===== config.mk =====
export PLATFORM = sky130hd
export DESIGN_NAME = byte_timer_top
export DESIGN_NICKNAME = d
export VERILOG_FILES = /design/src/byte_timer_pkg.sv /design/src/tick_select.sv /design/src/tick_divider.sv /design/src/byte_timer_top.sv
export VERILOG_INCLUDE_DIRS = /design/src
export SDC_FILE = /design/constraint.sdc
export NUM_CORES = 1
export LEC_CHECK = 0
export ABC_AREA = 0
export BUFFER_PORTS_ARGS = -buffer_cell sky130_fd_sc_hd__buf_2
export CAP_MARGIN = 20
export CORE_UTILIZATION = 30
export DETAILED_ROUTE_END_ITERATION = 12
export GPL_ROUTABILITY_DRIVEN = 0
export HOLD_SLACK_MARGIN = 0.05
export PLACE_DENSITY = 0.6
export SETUP_SLACK_MARGIN = 0.05
export SYNTH_ARGS = -nofsm -noshare
export SYNTH_HDL_FRONTEND = slang
export SYNTH_SLANG_ARGS = --single-unit
export TNS_END_PERCENT = 30

===== constraint.sdc =====
create_clock -name aclk -period 4.73 [get_ports aclk]
set_input_delay 0.2365 -clock aclk [delete_from_list [all_inputs] [get_ports aclk]]
set_output_delay 0.2365 -clock aclk [all_outputs]
set_load 0.005 [all_outputs]

===== src/byte_timer_cfg.svh =====
/*
 * Constants of the dual 8-bit timer block: register indices, field
 * codes, reset values and divider limits.
 * Assumes it is included by bare name after the type package is compiled.
 */
`ifndef BYTE_TIMER_CFG_SVH
`define BYTE_TIMER_CFG_SVH

// ----------------------------------------------------------------------
// Register indices; the byte address is four times the index
// ----------------------------------------------------------------------
`define IDX_BOUND_A 8'h09
`define IDX_DIV_A 8'h17
`define IDX_CTRL_A 8'h1C
`define IDX_COUNT_A 8'h1D
`define IDX_CTRL_B 8'h32
`define IDX_COUNT_B 8'h33
`define IDX_DIV_B 8'h34
`define IDX_BOUND_B 8'h35

// ----------------------------------------------------------------------
// Reset values
// ----------------------------------------------------------------------
`define RST_CTRL 8'h00
`define RST_DIV 8'h00
`define RST_BOUND 8'h00
`define RST_COUNT 8'h00

// ----------------------------------------------------------------------
// Field limits and bus answers
// ----------------------------------------------------------------------
`define PRE_LIM_1 6'h00
`define PRE_LIM_4 6'h03
`define PRE_LIM_16 6'h0F
`define PRE_LIM_64 6'h3F
`define PWM_MAX_8 8'hFF
`define PWM_MAX_7 8'h7F
`define PWM_MAX_6 8'h3F
`define OUT_NONE 2'h0
`define OUT_PIN1 2'h1
`define OUT_PIN2 2'h2
`define OUT_PIN3 2'h3
`define RESP_OKAY 2'h0
`define RESP_SLVERR 2'h2

`endif


===== src/byte_timer_pkg.sv =====
/*
 * Types of the dual 8-bit timer block.
 * Assumes the constants header is included where numbers are needed.
 */
`default_nettype none
package byte_timer_pkg;

    typedef enum logic [3:0] {
        CS_OFF = 4'b0000,
        CS_SYS = 4'b0001,
        CS_FAST = 4'b0010,
        CS_EXT = 4'b0011,
        CS_SLOW = 4'b0100,
        CS_CMP = 4'b0101,
        CS_PA0_RISE = 4'b1000,
        CS_PA0_FALL = 4'b1001,
        CS_PB0_RISE = 4'b1010,
        CS_PB0_FALL = 4'b1011,
        CS_PA4_RISE = 4'b1100,
        CS_PA4_FALL = 4'b1101
    } clk_src_type;

    typedef struct packed {
        logic [3:0] clk_sel;
        logic [1:0] out_sel;
        logic pwm_mode;
        logic invert;
    } ctrl_type;

    typedef struct packed {
        logic narrow;
        logic [1:0] prescale;
        logic [4:0] scale;
    } div_type;

    typedef struct packed {
        logic fast_osc;
        logic ext_osc;
        logic slow_osc;
        logic cmp_out;
        logic port_a_bit0;
        logic port_b_bit0;
        logic port_a_bit4;
    } src_type;

    typedef struct packed {
        logic port_b_bit2;
        logic port_a_bit3;
        logic port_b_bit4;
        logic port_b_bit5;
        logic port_b_bit6;
        logic port_b_bit7;
    } pin_type;

    typedef enum logic [3:0] {
        SEL_NONE = 4'b0000,
        SEL_BOUND_A = 4'b0001,
        SEL_DIV_A = 4'b0010,
        SEL_CTRL_A = 4'b0011,
        SEL_COUNT_A = 4'b0100,
        SEL_CTRL_B = 4'b0101,
        SEL_COUNT_B = 4'b0110,
        SEL_DIV_B = 4'b0111,
        SEL_BOUND_B = 4'b1000
    } reg_sel_type;

endpackage : byte_timer_pkg
`default_nettype wire


===== src/tick_select.sv =====
/*
 * Picks the counting event of one timer from its clock-select code.
 * Assumes all source levels are synchronous to aclk.
 */
`default_nettype none
module tick_select
(
    input wire logic aclk,
    input wire logic aresetn,
    input wire logic [3:0] clk_sel,
    input wire byte_timer_pkg::src_type src,
    input wire logic fast_osc_doubling_option,
    input wire logic ice_halt,
    output logic tick
);
    import byte_timer_pkg::*;

    src_type prev_r;
    src_type prev_nxt;
    src_type rise;
    src_type fall;
    logic raw;

    always_comb
    begin
        prev_nxt = src;
        rise = src & ~prev_r;
        fall = ~src & prev_r;
        case (clk_sel)
            CS_OFF: raw = 1'b0;
            CS_SYS: raw = 1'b1;
            CS_FAST: raw = fast_osc_doubling_option ?
                (rise.fast_osc | fall.fast_osc) : rise.fast_osc;
            CS_EXT: raw = rise.ext_osc;
            CS_SLOW: raw = rise.slow_osc;
            CS_CMP: raw = rise.cmp_out | fall.cmp_out;
            CS_PA0_RISE: raw = rise.port_a_bit0;
            CS_PA0_FALL: raw = fall.port_a_bit0;
            CS_PB0_RISE: raw = rise.port_b_bit0;
            CS_PB0_FALL: raw = fall.port_b_bit0;
            CS_PA4_RISE: raw = rise.port_a_bit4;
            CS_PA4_FALL: raw = fall.port_a_bit4;
            default: raw = 1'b0;
        endcase
        // The emulator halt freezes every source but the fast oscillator.
        tick = raw & (~ice_halt | (clk_sel == CS_FAST));
    end

    always_ff @(posedge aclk)
    begin
        if (!aresetn)
            prev_r <= '0;
        else
            prev_r <= prev_nxt;
    end

endmodule : tick_select
`default_nettype wire


===== src/tick_divider.sv =====
/*
 * Prescaler (1, 4, 16, 64) followed by the 5-bit scaler of one timer.
 * Assumes tick is a one-cycle pulse per counting event.
 */
`default_nettype none
`include "byte_timer_cfg.svh"
module tick_divider
(
    input wire logic aclk,
    input wire logic aresetn,
    input wire logic tick,
    input wire logic [1:0] prescale,
    input wire logic [4:0] scale,
    output logic step
);
    import byte_timer_pkg::*;

    logic [5:0] pre_r;
    logic [5:0] pre_nxt;
    logic [4:0] scl_r;
    logic [4:0] scl_nxt;

    function automatic logic [5:0] pre_limit(input logic [1:0] code);
        case (code)
            2'h0: pre_limit = `PRE_LIM_1;
            2'h1: pre_limit = `PRE_LIM_4;
            2'h2: pre_limit = `PRE_LIM_16;
            default: pre_limit = `PRE_LIM_64;
        endcase
    endfunction : pre_limit

    always_comb
    begin
        pre_nxt = pre_r;
        scl_nxt = scl_r;
        step = 1'b0;
        if (tick)
        begin
            if (pre_r >= pre_limit(prescale))
            begin
                pre_nxt = 6'h00;
                if (scl_r >= scale)
                begin
                    scl_nxt = 5'h00;
                    step = 1'b1;
                end
                else
                    scl_nxt = scl_r + 5'h01;
            end
            else
                pre_nxt = pre_r + 6'h01;
        end
    end

    always_ff @(posedge aclk)
    begin
        if (!aresetn)
        begin
            pre_r <= 6'h00;
            scl_r <= 5'h00;
        end
        else
        begin
            pre_r <= pre_nxt;
            scl_r <= scl_nxt;
        end
    end

endmodule : tick_divider
`default_nettype wire


===== src/byte_timer_top.sv =====
/*
 * Two identical 8-bit timers with period and PWM waveforms, their
 * registers on an AXI4-Lite slave, and routing of the waveforms to pins.
 * Assumes every source level and strap is synchronous to aclk.
 */
`default_nettype none
`include "byte_timer_cfg.svh"
module byte_timer_top
(
    input wire logic aclk,
    input wire logic aresetn,
    input wire logic [11:0] s_axi_awaddr,
    input wire logic [2:0] s_axi_awprot,
    input wire logic s_axi_awvalid,
    output logic s_axi_awready,
    input wire logic [31:0] s_axi_wdata,
    input wire logic [3:0] s_axi_wstrb,
    input wire logic s_axi_wvalid,
    output logic s_axi_wready,
    output logic [1:0] s_axi_bresp,
    output logic s_axi_bvalid,
    input wire logic s_axi_bready,
    input wire logic [11:0] s_axi_araddr,
    input wire logic [2:0] s_axi_arprot,
    input wire logic s_axi_arvalid,
    output logic s_axi_arready,
    output logic [31:0] s_axi_rdata,
    output logic [1:0] s_axi_rresp,
    output logic s_axi_rvalid,
    input wire logic s_axi_rready,
    input wire byte_timer_pkg::src_type src,
    input wire logic fast_osc_doubling_option,
    input wire logic narrow_pwm_width_option,
    input wire logic ice_halt,
    output byte_timer_pkg::pin_type pin_level,
    output byte_timer_pkg::pin_type pin_drive
);
    import byte_timer_pkg::*;

    // ------------------------------------------------------------------
    // Address decode
    // ------------------------------------------------------------------
    function automatic reg_sel_type decode(input logic [11:0] addr);
        case (addr[9:2])
            `IDX_BOUND_A: decode = SEL_BOUND_A;
            `IDX_DIV_A: decode = SEL_DIV_A;
            `IDX_CTRL_A: decode = SEL_CTRL_A;
            `IDX_COUNT_A: decode = SEL_COUNT_A;
            `IDX_CTRL_B: decode = SEL_CTRL_B;
            `IDX_COUNT_B: decode = SEL_COUNT_B;
            `IDX_DIV_B: decode = SEL_DIV_B;
            `IDX_BOUND_B: decode = SEL_BOUND_B;
            default: decode = SEL_NONE;
        endcase
        if (addr[11:10] != 2'h0 || addr[1:0] != 2'h0)
            decode = SEL_NONE;
    endfunction : decode

    // ------------------------------------------------------------------
    // Bus state
    // ------------------------------------------------------------------
    logic aw_held_r;
    logic aw_held_nxt;
    logic [11:0] awaddr_r;
    logic [11:0] awaddr_nxt;
    logic w_held_r;
    logic w_held_nxt;
    logic [31:0] wdata_r;
    logic [31:0] wdata_nxt;
    logic [3:0] wstrb_r;
    logic [3:0] wstrb_nxt;
    logic awready_r;
    logic awready_nxt;
    logic wready_r;
    logic wready_nxt;
    logic bvalid_r;
    logic bvalid_nxt;
    logic [1:0] bresp_r;
    logic [1:0] bresp_nxt;
    logic arready_r;
    logic arready_nxt;
    logic rvalid_r;
    logic rvalid_nxt;
    logic [31:0] rdata_r;
    logic [31:0] rdata_nxt;
    logic [1:0] rresp_r;
    logic [1:0] rresp_nxt;
    logic do_write;
    logic ar_take;
    reg_sel_type wsel;
    reg_sel_type rsel;
    logic [7:0] wbyte;

    // ------------------------------------------------------------------
    // Timer state
    // ------------------------------------------------------------------
    ctrl_type ctrl_r [2];
    ctrl_type ctrl_nxt [2];
    div_type div_r [2];
    div_type div_nxt [2];
    logic [7:0] bound_r [2];
    logic [7:0] bound_nxt [2];
    logic [7:0] count_r [2];
    logic [7:0] count_nxt [2];
    logic toggle_r [2];
    logic toggle_nxt [2];
    logic wave_r [2];
    logic wave_nxt [2];
    logic tick [2];
    logic step [2];
    logic count_wr [2];
    pin_type level_r;
    pin_type level_nxt;
    pin_type drive_r;
    pin_type drive_nxt;
    logic lvl [2];

    genvar g;
    generate
        for (g = 0; g < 2; g++)
        begin : unit
            tick_select sel_i
            (
                .aclk(aclk),
                .aresetn(aresetn),
                .clk_sel(ctrl_r[g].clk_sel),
                .src(src),
                .fast_osc_doubling_option(fast_osc_doubling_option),
                .ice_halt(ice_halt),
                .tick(tick[g])
            );
            tick_divider div_i
            (
                .aclk(aclk),
                .aresetn(aresetn),
                .tick(tick[g]),
                .prescale(div_r[g].prescale),
                .scale(div_r[g].scale),
                .step(step[g])
            );
        end
    endgenerate

    // ------------------------------------------------------------------
    // AXI4-Lite slave and register writes
    // ------------------------------------------------------------------
    always_comb
    begin
        do_write = aw_held_r & w_held_r & ~bvalid_r;
        aw_held_nxt = (aw_held_r | (s_axi_awvalid & awready_r)) & ~do_write;
        w_held_nxt = (w_held_r | (s_axi_wvalid & wready_r)) & ~do_write;
        awaddr_nxt = (s_axi_awvalid & awready_r) ? s_axi_awaddr : awaddr_r;
        wdata_nxt = (s_axi_wvalid & wready_r) ? s_axi_wdata : wdata_r;
        wstrb_nxt = (s_axi_wvalid & wready_r) ? s_axi_wstrb : wstrb_r;
        awready_nxt = ~aw_held_nxt;
        wready_nxt = ~w_held_nxt;
        wsel = decode(awaddr_r);
        wbyte = wdata_r[7:0];
        bvalid_nxt = bvalid_r & ~s_axi_bready;
        bresp_nxt = bresp_r;
        if (do_write)
        begin
            bvalid_nxt = 1'b1;
            bresp_nxt = (wsel == SEL_NONE) ? `RESP_SLVERR : `RESP_OKAY;
        end
        for (int t = 0; t < 2; t++)
        begin
            ctrl_nxt[t] = ctrl_r[t];
            div_nxt[t] = div_r[t];
            bound_nxt[t] = bound_r[t];
            count_wr[t] = 1'b0;
        end
        if (do_write && wstrb_r[0])
        begin
            case (wsel)
                SEL_CTRL_A: ctrl_nxt[0] = ctrl_type'(wbyte);
                SEL_CTRL_B: ctrl_nxt[1] = ctrl_type'(wbyte);
                SEL_DIV_A: div_nxt[0] = div_type'(wbyte);
                SEL_DIV_B: div_nxt[1] = div_type'(wbyte);
                SEL_BOUND_A: bound_nxt[0] = wbyte;
                SEL_BOUND_B: bound_nxt[1] = wbyte;
                SEL_COUNT_A: count_wr[0] = 1'b1;
                SEL_COUNT_B: count_wr[1] = 1'b1;
                default: count_wr[0] = 1'b0;
            endcase
        end
    end

    // ------------------------------------------------------------------
    // Register reads; divider and bound registers are write-only
    // ------------------------------------------------------------------
    always_comb
    begin
        ar_take = s_axi_arvalid & arready_r;
        rsel = decode(s_axi_araddr);
        rvalid_nxt = ar_take | (rvalid_r & ~s_axi_rready);
        arready_nxt = ~rvalid_nxt;
        rdata_nxt = rdata_r;
        rresp_nxt = rresp_r;
        if (ar_take)
        begin
            rresp_nxt = `RESP_OKAY;
            case (rsel)
                SEL_CTRL_A: rdata_nxt = {24'h000000, ctrl_r[0]};
                SEL_CTRL_B: rdata_nxt = {24'h000000, ctrl_r[1]};
                SEL_COUNT_A: rdata_nxt = {24'h000000, count_r[0]};
                SEL_COUNT_B: rdata_nxt = {24'h000000, count_r[1]};
                SEL_NONE:
                begin
                    rdata_nxt = 32'h00000000;
                    rresp_nxt = `RESP_SLVERR;
                end
                default: rdata_nxt = 32'h00000000;
            endcase
        end
    end

    // ------------------------------------------------------------------
    // Counting and waveform
    // ------------------------------------------------------------------
    always_comb
    begin
        logic [7:0] top;
        logic [7:0] mask;
        top = `PWM_MAX_8;
        mask = `PWM_MAX_8;
        for (int t = 0; t < 2; t++)
        begin
            count_nxt[t] = count_r[t];
            toggle_nxt[t] = toggle_r[t];
            if (div_r[t].narrow)
                mask = narrow_pwm_width_option ? `PWM_MAX_7 : `PWM_MAX_6;
            else
                mask = `PWM_MAX_8;
            top = ctrl_r[t].pwm_mode ? mask : bound_r[t];
            if (step[t])
            begin
                if (count_r[t] >= top)
                begin
                    count_nxt[t] = 8'h00;
                    toggle_nxt[t] = ~toggle_r[t];
                end
                else
                    count_nxt[t] = count_r[t] + 8'h01;
            end
            if (count_wr[t])
                count_nxt[t] = wbyte;
            // PWM stays high while the count is within the bound.
            if (ctrl_r[t].pwm_mode)
                wave_nxt[t] = (count_r[t] & mask) <= (bound_r[t] & mask);
            else
                wave_nxt[t] = toggle_r[t];
        end
    end

    // ------------------------------------------------------------------
    // Pin routing
    // ------------------------------------------------------------------
    always_comb
    begin
        for (int t = 0; t < 2; t++)
            lvl[t] = wave_r[t] ^ ctrl_r[t].invert;
        drive_nxt.port_b_bit2 = ctrl_r[0].out_sel == `OUT_PIN1;
        drive_nxt.port_a_bit3 = ctrl_r[0].out_sel == `OUT_PIN2;
        drive_nxt.port_b_bit4 = ctrl_r[0].out_sel == `OUT_PIN3;
        drive_nxt.port_b_bit5 = ctrl_r[1].out_sel == `OUT_PIN1;
        drive_nxt.port_b_bit6 = ctrl_r[1].out_sel == `OUT_PIN2;
        drive_nxt.port_b_bit7 = ctrl_r[1].out_sel == `OUT_PIN3;
        // A zero field drives nothing and leaves every level low.
        level_nxt.port_b_bit2 = drive_nxt.port_b_bit2 & lvl[0];
        level_nxt.port_a_bit3 = drive_nxt.port_a_bit3 & lvl[0];
        level_nxt.port_b_bit4 = drive_nxt.port_b_bit4 & lvl[0];
        level_nxt.port_b_bit5 = drive_nxt.port_b_bit5 & lvl[1];
        level_nxt.port_b_bit6 = drive_nxt.port_b_bit6 & lvl[1];
        level_nxt.port_b_bit7 = drive_nxt.port_b_bit7 & lvl[1];
    end

    // ------------------------------------------------------------------
    // Registers
    // ------------------------------------------------------------------
    always_ff @(posedge aclk)
    begin
        if (!aresetn)
        begin
            aw_held_r <= 1'b0;
            w_held_r <= 1'b0;
            awaddr_r <= 12'h000;
            wdata_r <= 32'h00000000;
            wstrb_r <= 4'h0;
            awready_r <= 1'b0;
            wready_r <= 1'b0;
            bvalid_r <= 1'b0;
            bresp_r <= `RESP_OKAY;
            arready_r <= 1'b0;
            rvalid_r <= 1'b0;
            rdata_r <= 32'h00000000;
            rresp_r <= `RESP_OKAY;
            level_r <= '0;
            drive_r <= '0;
            for (int t = 0; t < 2; t++)
            begin
                ctrl_r[t] <= ctrl_type'(`RST_CTRL);
                div_r[t] <= div_type'(`RST_DIV);
                bound_r[t] <= `RST_BOUND;
                count_r[t] <= `RST_COUNT;
                toggle_r[t] <= 1'b0;
                wave_r[t] <= 1'b0;
            end
        end
        else
        begin
            aw_held_r <= aw_held_nxt;
            w_held_r <= w_held_nxt;
            awaddr_r <= awaddr_nxt;
            wdata_r <= wdata_nxt;
            wstrb_r <= wstrb_nxt;
            awready_r <= awready_nxt;
            wready_r <= wready_nxt;
            bvalid_r <= bvalid_nxt;
            bresp_r <= bresp_nxt;
            arready_r <= arready_nxt;
            rvalid_r <= rvalid_nxt;
            rdata_r <= rdata_nxt;
            rresp_r <= rresp_nxt;
            level_r <= level_nxt;
            drive_r <= drive_nxt;
            for (int t = 0; t < 2; t++)
            begin
                ctrl_r[t] <= ctrl_nxt[t];
                div_r[t] <= div_nxt[t];
                bound_r[t] <= bound_nxt[t];
                count_r[t] <= count_nxt[t];
                toggle_r[t] <= toggle_nxt[t];
                wave_r[t] <= wave_nxt[t];
            end
        end
    end

    assign s_axi_awready = awready_r;
    assign s_axi_wready = wready_r;
    assign s_axi_bvalid = bvalid_r;
    assign s_axi_bresp = bresp_r;
    assign s_axi_arready = arready_r;
    assign s_axi_rvalid = rvalid_r;
    assign s_axi_rdata = rdata_r;
    assign s_axi_rresp = rresp_r;
    assign pin_level = level_r;
    assign pin_drive = drive_r;

endmodule : byte_timer_top
`default_nettype wire


==> results of run 1 <==
-- worst max path at each step --
stage                                              to  cells after the start                 startpoint  slack [ns]
after floorplan            count_r[0][8]$_SDFFE_PN0P_                     11  div_r[0][13]$_SDFFE_PN0P_        2.10
final                     count_r[0][12]$_SDFFE_PN0P_                      9  div_r[0][13]$_SDFFE_PN0P_        1.62
after detailed placement  count_r[0][11]$_SDFFE_PN0P_                      9  div_r[0][13]$_SDFFE_PN0P_        1.63
after global placement    count_r[0][15]$_SDFFE_PN0P_                      9  div_r[0][13]$_SDFFE_PN0P_        1.62
after CTS                 count_r[0][11]$_SDFFE_PN0P_                      9  div_r[0][13]$_SDFFE_PN0P_        1.61
after global routing      count_r[0][12]$_SDFFE_PN0P_                      9  div_r[0][14]$_SDFFE_PN0P_        1.41
-- flip-flops by register name (all words and copies together) (netlist names), 2 cells and up --
| signal | count |
|---|---|
| unit.div_i.scl_r | 10 |
| bound_r | 16 |
| pin_drive | 6 |
| toggle_r | 2 |
| ctrl_r | 16 |
| wdata_r | 8 |
| awaddr_r | 12 |
| wave_r | 2 |
| unit.div_i.pre_r | 12 |
| unit.sel_i.prev_r | 7 |
| div_r | 16 |
| pin_level | 6 |
| s_axi_rdata | 8 |
| count_r | 16 |
-- what timing repair did --
item | CTS | global route
endpoints found under the setup margin | 0 | 0
hold buffers | 14 | 0
hold endpoints to repair | 14 | 0
-- metrics by stage --
stage | instance area (um^2) | utilization, % | setup WS (ns) | total power, uW | cells
3_3_place_gp | 8930 | 32.9 | 1.62 | 1430 | 1380
6_report | 9730 | 35.9 | 1.62 | 2930 | 1426
2_1_floorplan | 8420 | - | 2.10 | 1390 | 996
3_5_place_dp | 8930 | 32.9 | 1.63 | 1430 | 1380
5_1_grt | 9730 | 35.9 | 1.41 | 3030 | 1426
4_1_cts | 9730 | 35.9 | 1.61 | 2960 | 1426
-- cell families (layout without fill, tap and decap cells) --
logic type,Yosys count,count (layout)
DFF,147,147
other,1,26
adders and majority gates,61,61
xor gates and xnor gates,18,18
muxes,65,65
AOI/OAI and AO/OA,183,183
buffers and inverters,108,166
and+or+nand+nor,388,388
-- per-layer routing --
layer  global-route usage, %  routed length (um)  vias up
met3                    2.92                 997       13
li1                        -                   -     3472
met4                    4.31                 211        0
met1                    18.8                9460     3087
met2                    21.8                8300      131
met5                       0                   0        -
-- cells in the mapped netlist (all sizes together) (17+ instances only) --
cell	number
inv	39
a21boi	30
clkbuf	32
nand2	104
nand3	24
mux2i	63
o21ai	67
a21oi	24
nor2b	73
a31oi	17
nand2b	20
buf	37
ha	61
dfxtp	147
nor2	64
and2	21
-- layout make-up --
class	count	area [um^2]	share of cell area [%]
Clock inverter	12	201	2.07
Sequential cell	147	2940	30.3
Inverter	39	146	1.51
Timing Repair Buffer	95	558	5.74
Multi-Input combinational cell	741	4960	51.0
Tap cell	372	465	4.79
Clock buffer	20	457	4.70
-- critical path, cell delays in order, from the launching register on --
cell and delay, ns:
dfxtp_1 0.32, or2_2 0.31, ha_1 0.27, nand2b_1 0.09, a2111oi_0 0.11, o31ai_1 0.46
and4_1 0.48, nand2_2 0.25, or4_1 0.55, a31oi_1 0.18
-- power breakdown --
| part | internal (uW) | switching [uW] |
|---|---|---|
| combinational | 62.4 | 69.3 |
| sequential | 1260 | 24.2 |
| clock | 967 | 552 |
| total | 2280 | 645 |
==> flow_summary.json, run 1 <==
{
  "r2r_start": "div_r[0][13]$_SDFFE_PN0P_",
  "grt_max_degree": 47,
  "end_kind": "flip-flop",
  "core_mm2": 0.0271,
  "diodes": 0,
  "synth.cell_area_mm2": 0.00833,
  "die_x_um": 169,
  "rsz0062_at_grt": "false",
  "final.fill_count": 2793,
  "drt.antenna.violating_nets": 0,
  "synth_top_area_cell": "dfxtp_1",
  "grt_use_total_pct": 13.8,
  "wl_per_cell_um": 13.3,
  "grt_pass1_wl_mm": 31.4,
  "cts-resized-gates": 0,
  "max_freq_mhz": 322,
  "start_util_pct": 30.7,
  "ys_seq_elements": 147,
  "drt-total-wl_mm": 19.0,
  "htreeDepth": 4,
  "regToRegEndpoint": "count_r[0][12]$_SDFFE_PN0P_",
  "first_pass_iters": 4,
  "final_common_cell": "dfxtp_1",
  "hold_start": "src[0]",
  "finalCritPeriodShare_pct": 65.7,
  "drt-vias-per-instance": 4.70,
  "worst_slew_pin_slew_ns": 0.907,
  "die_area_mm2": 0.0284,
  "synthTopCellsByArea": "dfxtp_1, ha_1, mux2i_1",
  "synth.area.mux_share_pct": 8.11,
  "critPathLaunchType": "flip-flop",
  "ir_drop_uv": 195,
  "hold_path_end": "unit[0].sel_i.prev_r[0]$_SDFF_PN0_",
  "ys_warn_count": 0,
  "vias": 6703,
  "yosysSeqAreaShare_pct": 35.3,
  "cts_root_buf": "clkbuf_16",
  "path_class": "reg -> reg",
  "nets": 1185,
  "cts_setup_buffers": 0,
  "worstHoldPathType": "in -> reg",
  "dp_hpwl_mm": 13.4,
  "boundaryPins": 136,
  "timing.slew.headroom_pct": 39.3,
  "worstPathMaxFanout": 15,
  "critPathArrivalTime_ns": 3.45,
  "clk_latency_ns": 0.43,
  "numCtsBuffers": 17,
  "whs_ns": 0.0684,
  "synth_edf_count": 0,
  "reg2reg_depth": 9,
  "p_leak_uw": 0.00390,
  "cts_tree": "built",
  "cap_viol_max_count": 0,
  "skew_ns": 0.00999,
  "finalHoldViolCount": 0,
  "grt.overflow.total": 0,
  "grt_pass1_vias": 6187,
  "final_cell_mix": "dfxtp_1, nand2_1, buf_2, nor2b_1, o21ai_0",
  "port_buffers": 76,
  "run_status": "finished, final reports clean",
  "cts.sinks": 147,
  "min_delay_path_depth": 2,
  "yosys.area_share.simple_pct": 24.9,
  "drt_drc_violations_left": 0,
  "synth_cell_types": 71,
  "layout-drive-gt1-share_pct": 12.2,
  "power.density_mw_per_mm2": 301,
  "synth_compound_area_share_pct": 14.2,
  "die_height_um": 169,
  "syn_inst": 971,
  "setup_viol": 0,
  "period_minus_slack_ns": 3.11,
  "reg2reg_slack_ns": 1.62,
  "clkSlewWorstSetupHoldPaths_ns": 0.06,
  "synthFlopType": "dfxtp_1",
  "clock_path_buffers": 2,
  "synth_fa_ha_area_share_pct": 9.16,
  "maxSlewViolCount": 0,
  "setup_tns_ns": 0,
  "avgSynthCellArea_um2": 8.58,
  "required_ns": 5.08,
  "synth_top_family_by_area": "simple AND/OR/NAND/NOR gates",
  "syn_to_final_growth_pct": 16.8,
  "synthXorXnorAreaFrac_pct": 1.89,
  "async_flop_share_pct": 0,
  "antenna_found_initial": 1,
  "rows": 60,
  "netlist.area_leader.share_pct": 35.3,
  "dr.first_iter.drc_count": 345
}
No activity file was read; power rests on OpenSTA's default activity.
==> inputs of run 2 (changes only) <==
PLACE_DENSITY = 0.61   (was 0.6)
clock period = 2.8 ns   (was 4.73 ns; I/O delays follow)
==> run 2 against run 1 <==
Effect of this change: worst setup slack got worse by 1.5 ns; non-clock buffer count increased by 32; register-to-register slack got worse by 1.4 ns; largest cell class unchanged; power increased by 57%; highest routed layer unchanged; via count increased by 1.4%; global-route usage increased by 0.11 points; critical path depth unchanged.
==> flow_summary.json, run 2 (synthesis gave the netlist of run 1 again) <==
{
  "htreeDepth": 4,
  "timing.slew.headroom_pct": 59.3,
  "drt.antenna.violating_nets": 0,
  "worstHoldPathType": "in -> reg",
  "regToRegEndpoint": "count_r[0][7]$_SDFFE_PN0P_",
  "reg2reg_depth": 7,
  "run_status": "finished, final reports clean",
  "finalCritPeriodShare_pct": 96.0,
  "worstPathMaxFanout": 17,
  "whs_ns": 0.100,
  "reg2reg_slack_ns": 0.19,
  "die_height_um": 169,
  "max_freq_mhz": 372,
  "cts_tree": "built",
  "first_pass_iters": 5,
  "dp_hpwl_mm": 13.5,
  "crit_start": "src[2]",
  "drt-vias-per-instance": 4.67,
  "critPathLaunchType": "input port",
  "setup_viol": 0,
  "maxSlewViolCount": 0,
  "core_mm2": 0.0271,
  "critPathArrivalTime_ns": 3.04,
  "skew_ns": 0.00923,
  "end_kind": "flip-flop",
  "die_area_mm2": 0.0284,
  "drt_drc_violations_left": 0,
  "setup_tns_ns": 0,
  "cts_setup_buffers": 0,
  "syn_to_final_growth_pct": 19.4,
  "cap_viol_max_count": 0,
  "port_buffers": 76,
  "cts_root_buf": "clkbuf_16",
  "crit_end": "count_r[0][7]$_SDFFE_PN0P_",
  "grt_max_degree": 55,
  "antenna_found_initial": 0,
  "final_common_cell": "dfxtp_1",
  "drt-total-wl_mm": 19.1,
  "numCtsBuffers": 17,
  "rows": 60,
  "cts.sinks": 147,
  "grt_pass1_wl_mm": 31.5,
  "grt.overflow.total": 0,
  "required_ns": 3.15,
  "final_cell_mix": "dfxtp_1, nand2_1, buf_2, nor2b_1, o21ai_0",
  "path_class": "in -> reg",
  "p_leak_uw": 0.00401,
  "r2r_start": "ctrl_r[0][5]$_SDFFE_PN0P_",
  "clkSlewWorstSetupHoldPaths_ns": 0.06,
  "nets": 1217,
  "dr.first_iter.drc_count": 378,
  "diodes": 0,
  "finalHoldViolCount": 0,
  "layout-drive-gt1-share_pct": 13.1,
  "grt_use_total_pct": 13.9,
  "wl_per_cell_um": 13.1,
  "ir_drop_uv": 306,
  "clk_latency_ns": 0.43,
  "die_x_um": 169,
  "period_minus_slack_ns": 2.69,
  "power.density_mw_per_mm2": 462,
  "worst_slew_pin_slew_ns": 0.609,
  "grt_pass1_vias": 6176,
  "vias": 6800,
  "final_cell_count_no_fill": 1457,
  "start_util_pct": 30.7,
  "boundaryPins": 136,
  "rsz0062_at_grt": "true",
  "clock_path_buffers": 2,
  "dp.cells": 1394
}
==> run 2: layout make-up <==
| type | count | area, um^2 |
|---|---|---|
| clock buffer | 22 | 474 |
| tap | 372 | 465 |
| multi-input combinational | 741 | 4960 |
| timing repair buffer | 127 | 868 |
| fill | 2740 | 17200 |
| sequential | 147 | 2940 |
| inverter | 39 | 146 |
| clock inverter | 9 | 81.3 |
==> run 2: worst min-delay path by stage <==
| stage | startpoint | to | slack (ns) | cells after the start |
|---|---|---|---|---|
| after detailed placement | src[5] | unit[0].sel_i.prev_r[5]$_SDFF_PN0_ | 0.37 | 2 |
| after global placement | src[5] | unit[0].sel_i.prev_r[5]$_SDFF_PN0_ | 0.36 | 2 |
| final | s_axi_arvalid | s_axi_rvalid$_SDFF_PN0_ | 0.10 | 3 |
| after floorplan | src[0] | unit[0].sel_i.prev_r[0]$_SDFF_PN0_ | 0.26 | 1 |
| after global routing | s_axi_arvalid | s_axi_arready$_SDFF_PN0_ | 0.14 | 3 |
| after CTS | s_axi_arvalid | s_axi_rvalid$_SDFF_PN0_ | 0.10 | 3 |
==> run 2: timing repair <==
item | 4_1_cts | 5_1_grt
resized for setup | 0 | 2
hold buffers | 32 | 0
endpoints found under the setup margin | 0 | 17
hold endpoints to repair | 32 | 0
==> run 2: stage by stage <==
step	util (%)	power (uW)	worst slack [ns]	instance area (um^2)
after floorplan	-	2350	0.175	8420
after global placement	33.4	2420	0.146	9060
after detailed placement	33.4	2420	0.0854	9060
after CTS	36.7	4640	0.0613	9930
after global routing	36.7	4770	0.0139	9940
final	36.7	4590	0.112	9940
==> run 2: worst max-delay path: stages <==
cell and delay, ns:
dlygate4sd3_1 0.53, buf_2 0.13, nand2b_1 0.15, mux4_2 0.48
or3b_4 0.40, a31oi_4 0.28, nand3_4 0.21, or4_1 0.55
a31oi_1 0.18
==> run 2: routing by layer <==
layer	vias up	share of wire, %	global-route usage, %
met5	-	0	0
li1	3540	-	-
met4	0	1.6	4.39
met1	3102	51	19.1
met3	22	3.9	3.34
met2	136	43	21.5
==> run 2: power breakdown <==
group | internal, uW | switching, uW
clock | 1280 | 895
sequential | 2120 | 39.9
combinational | 127 | 123
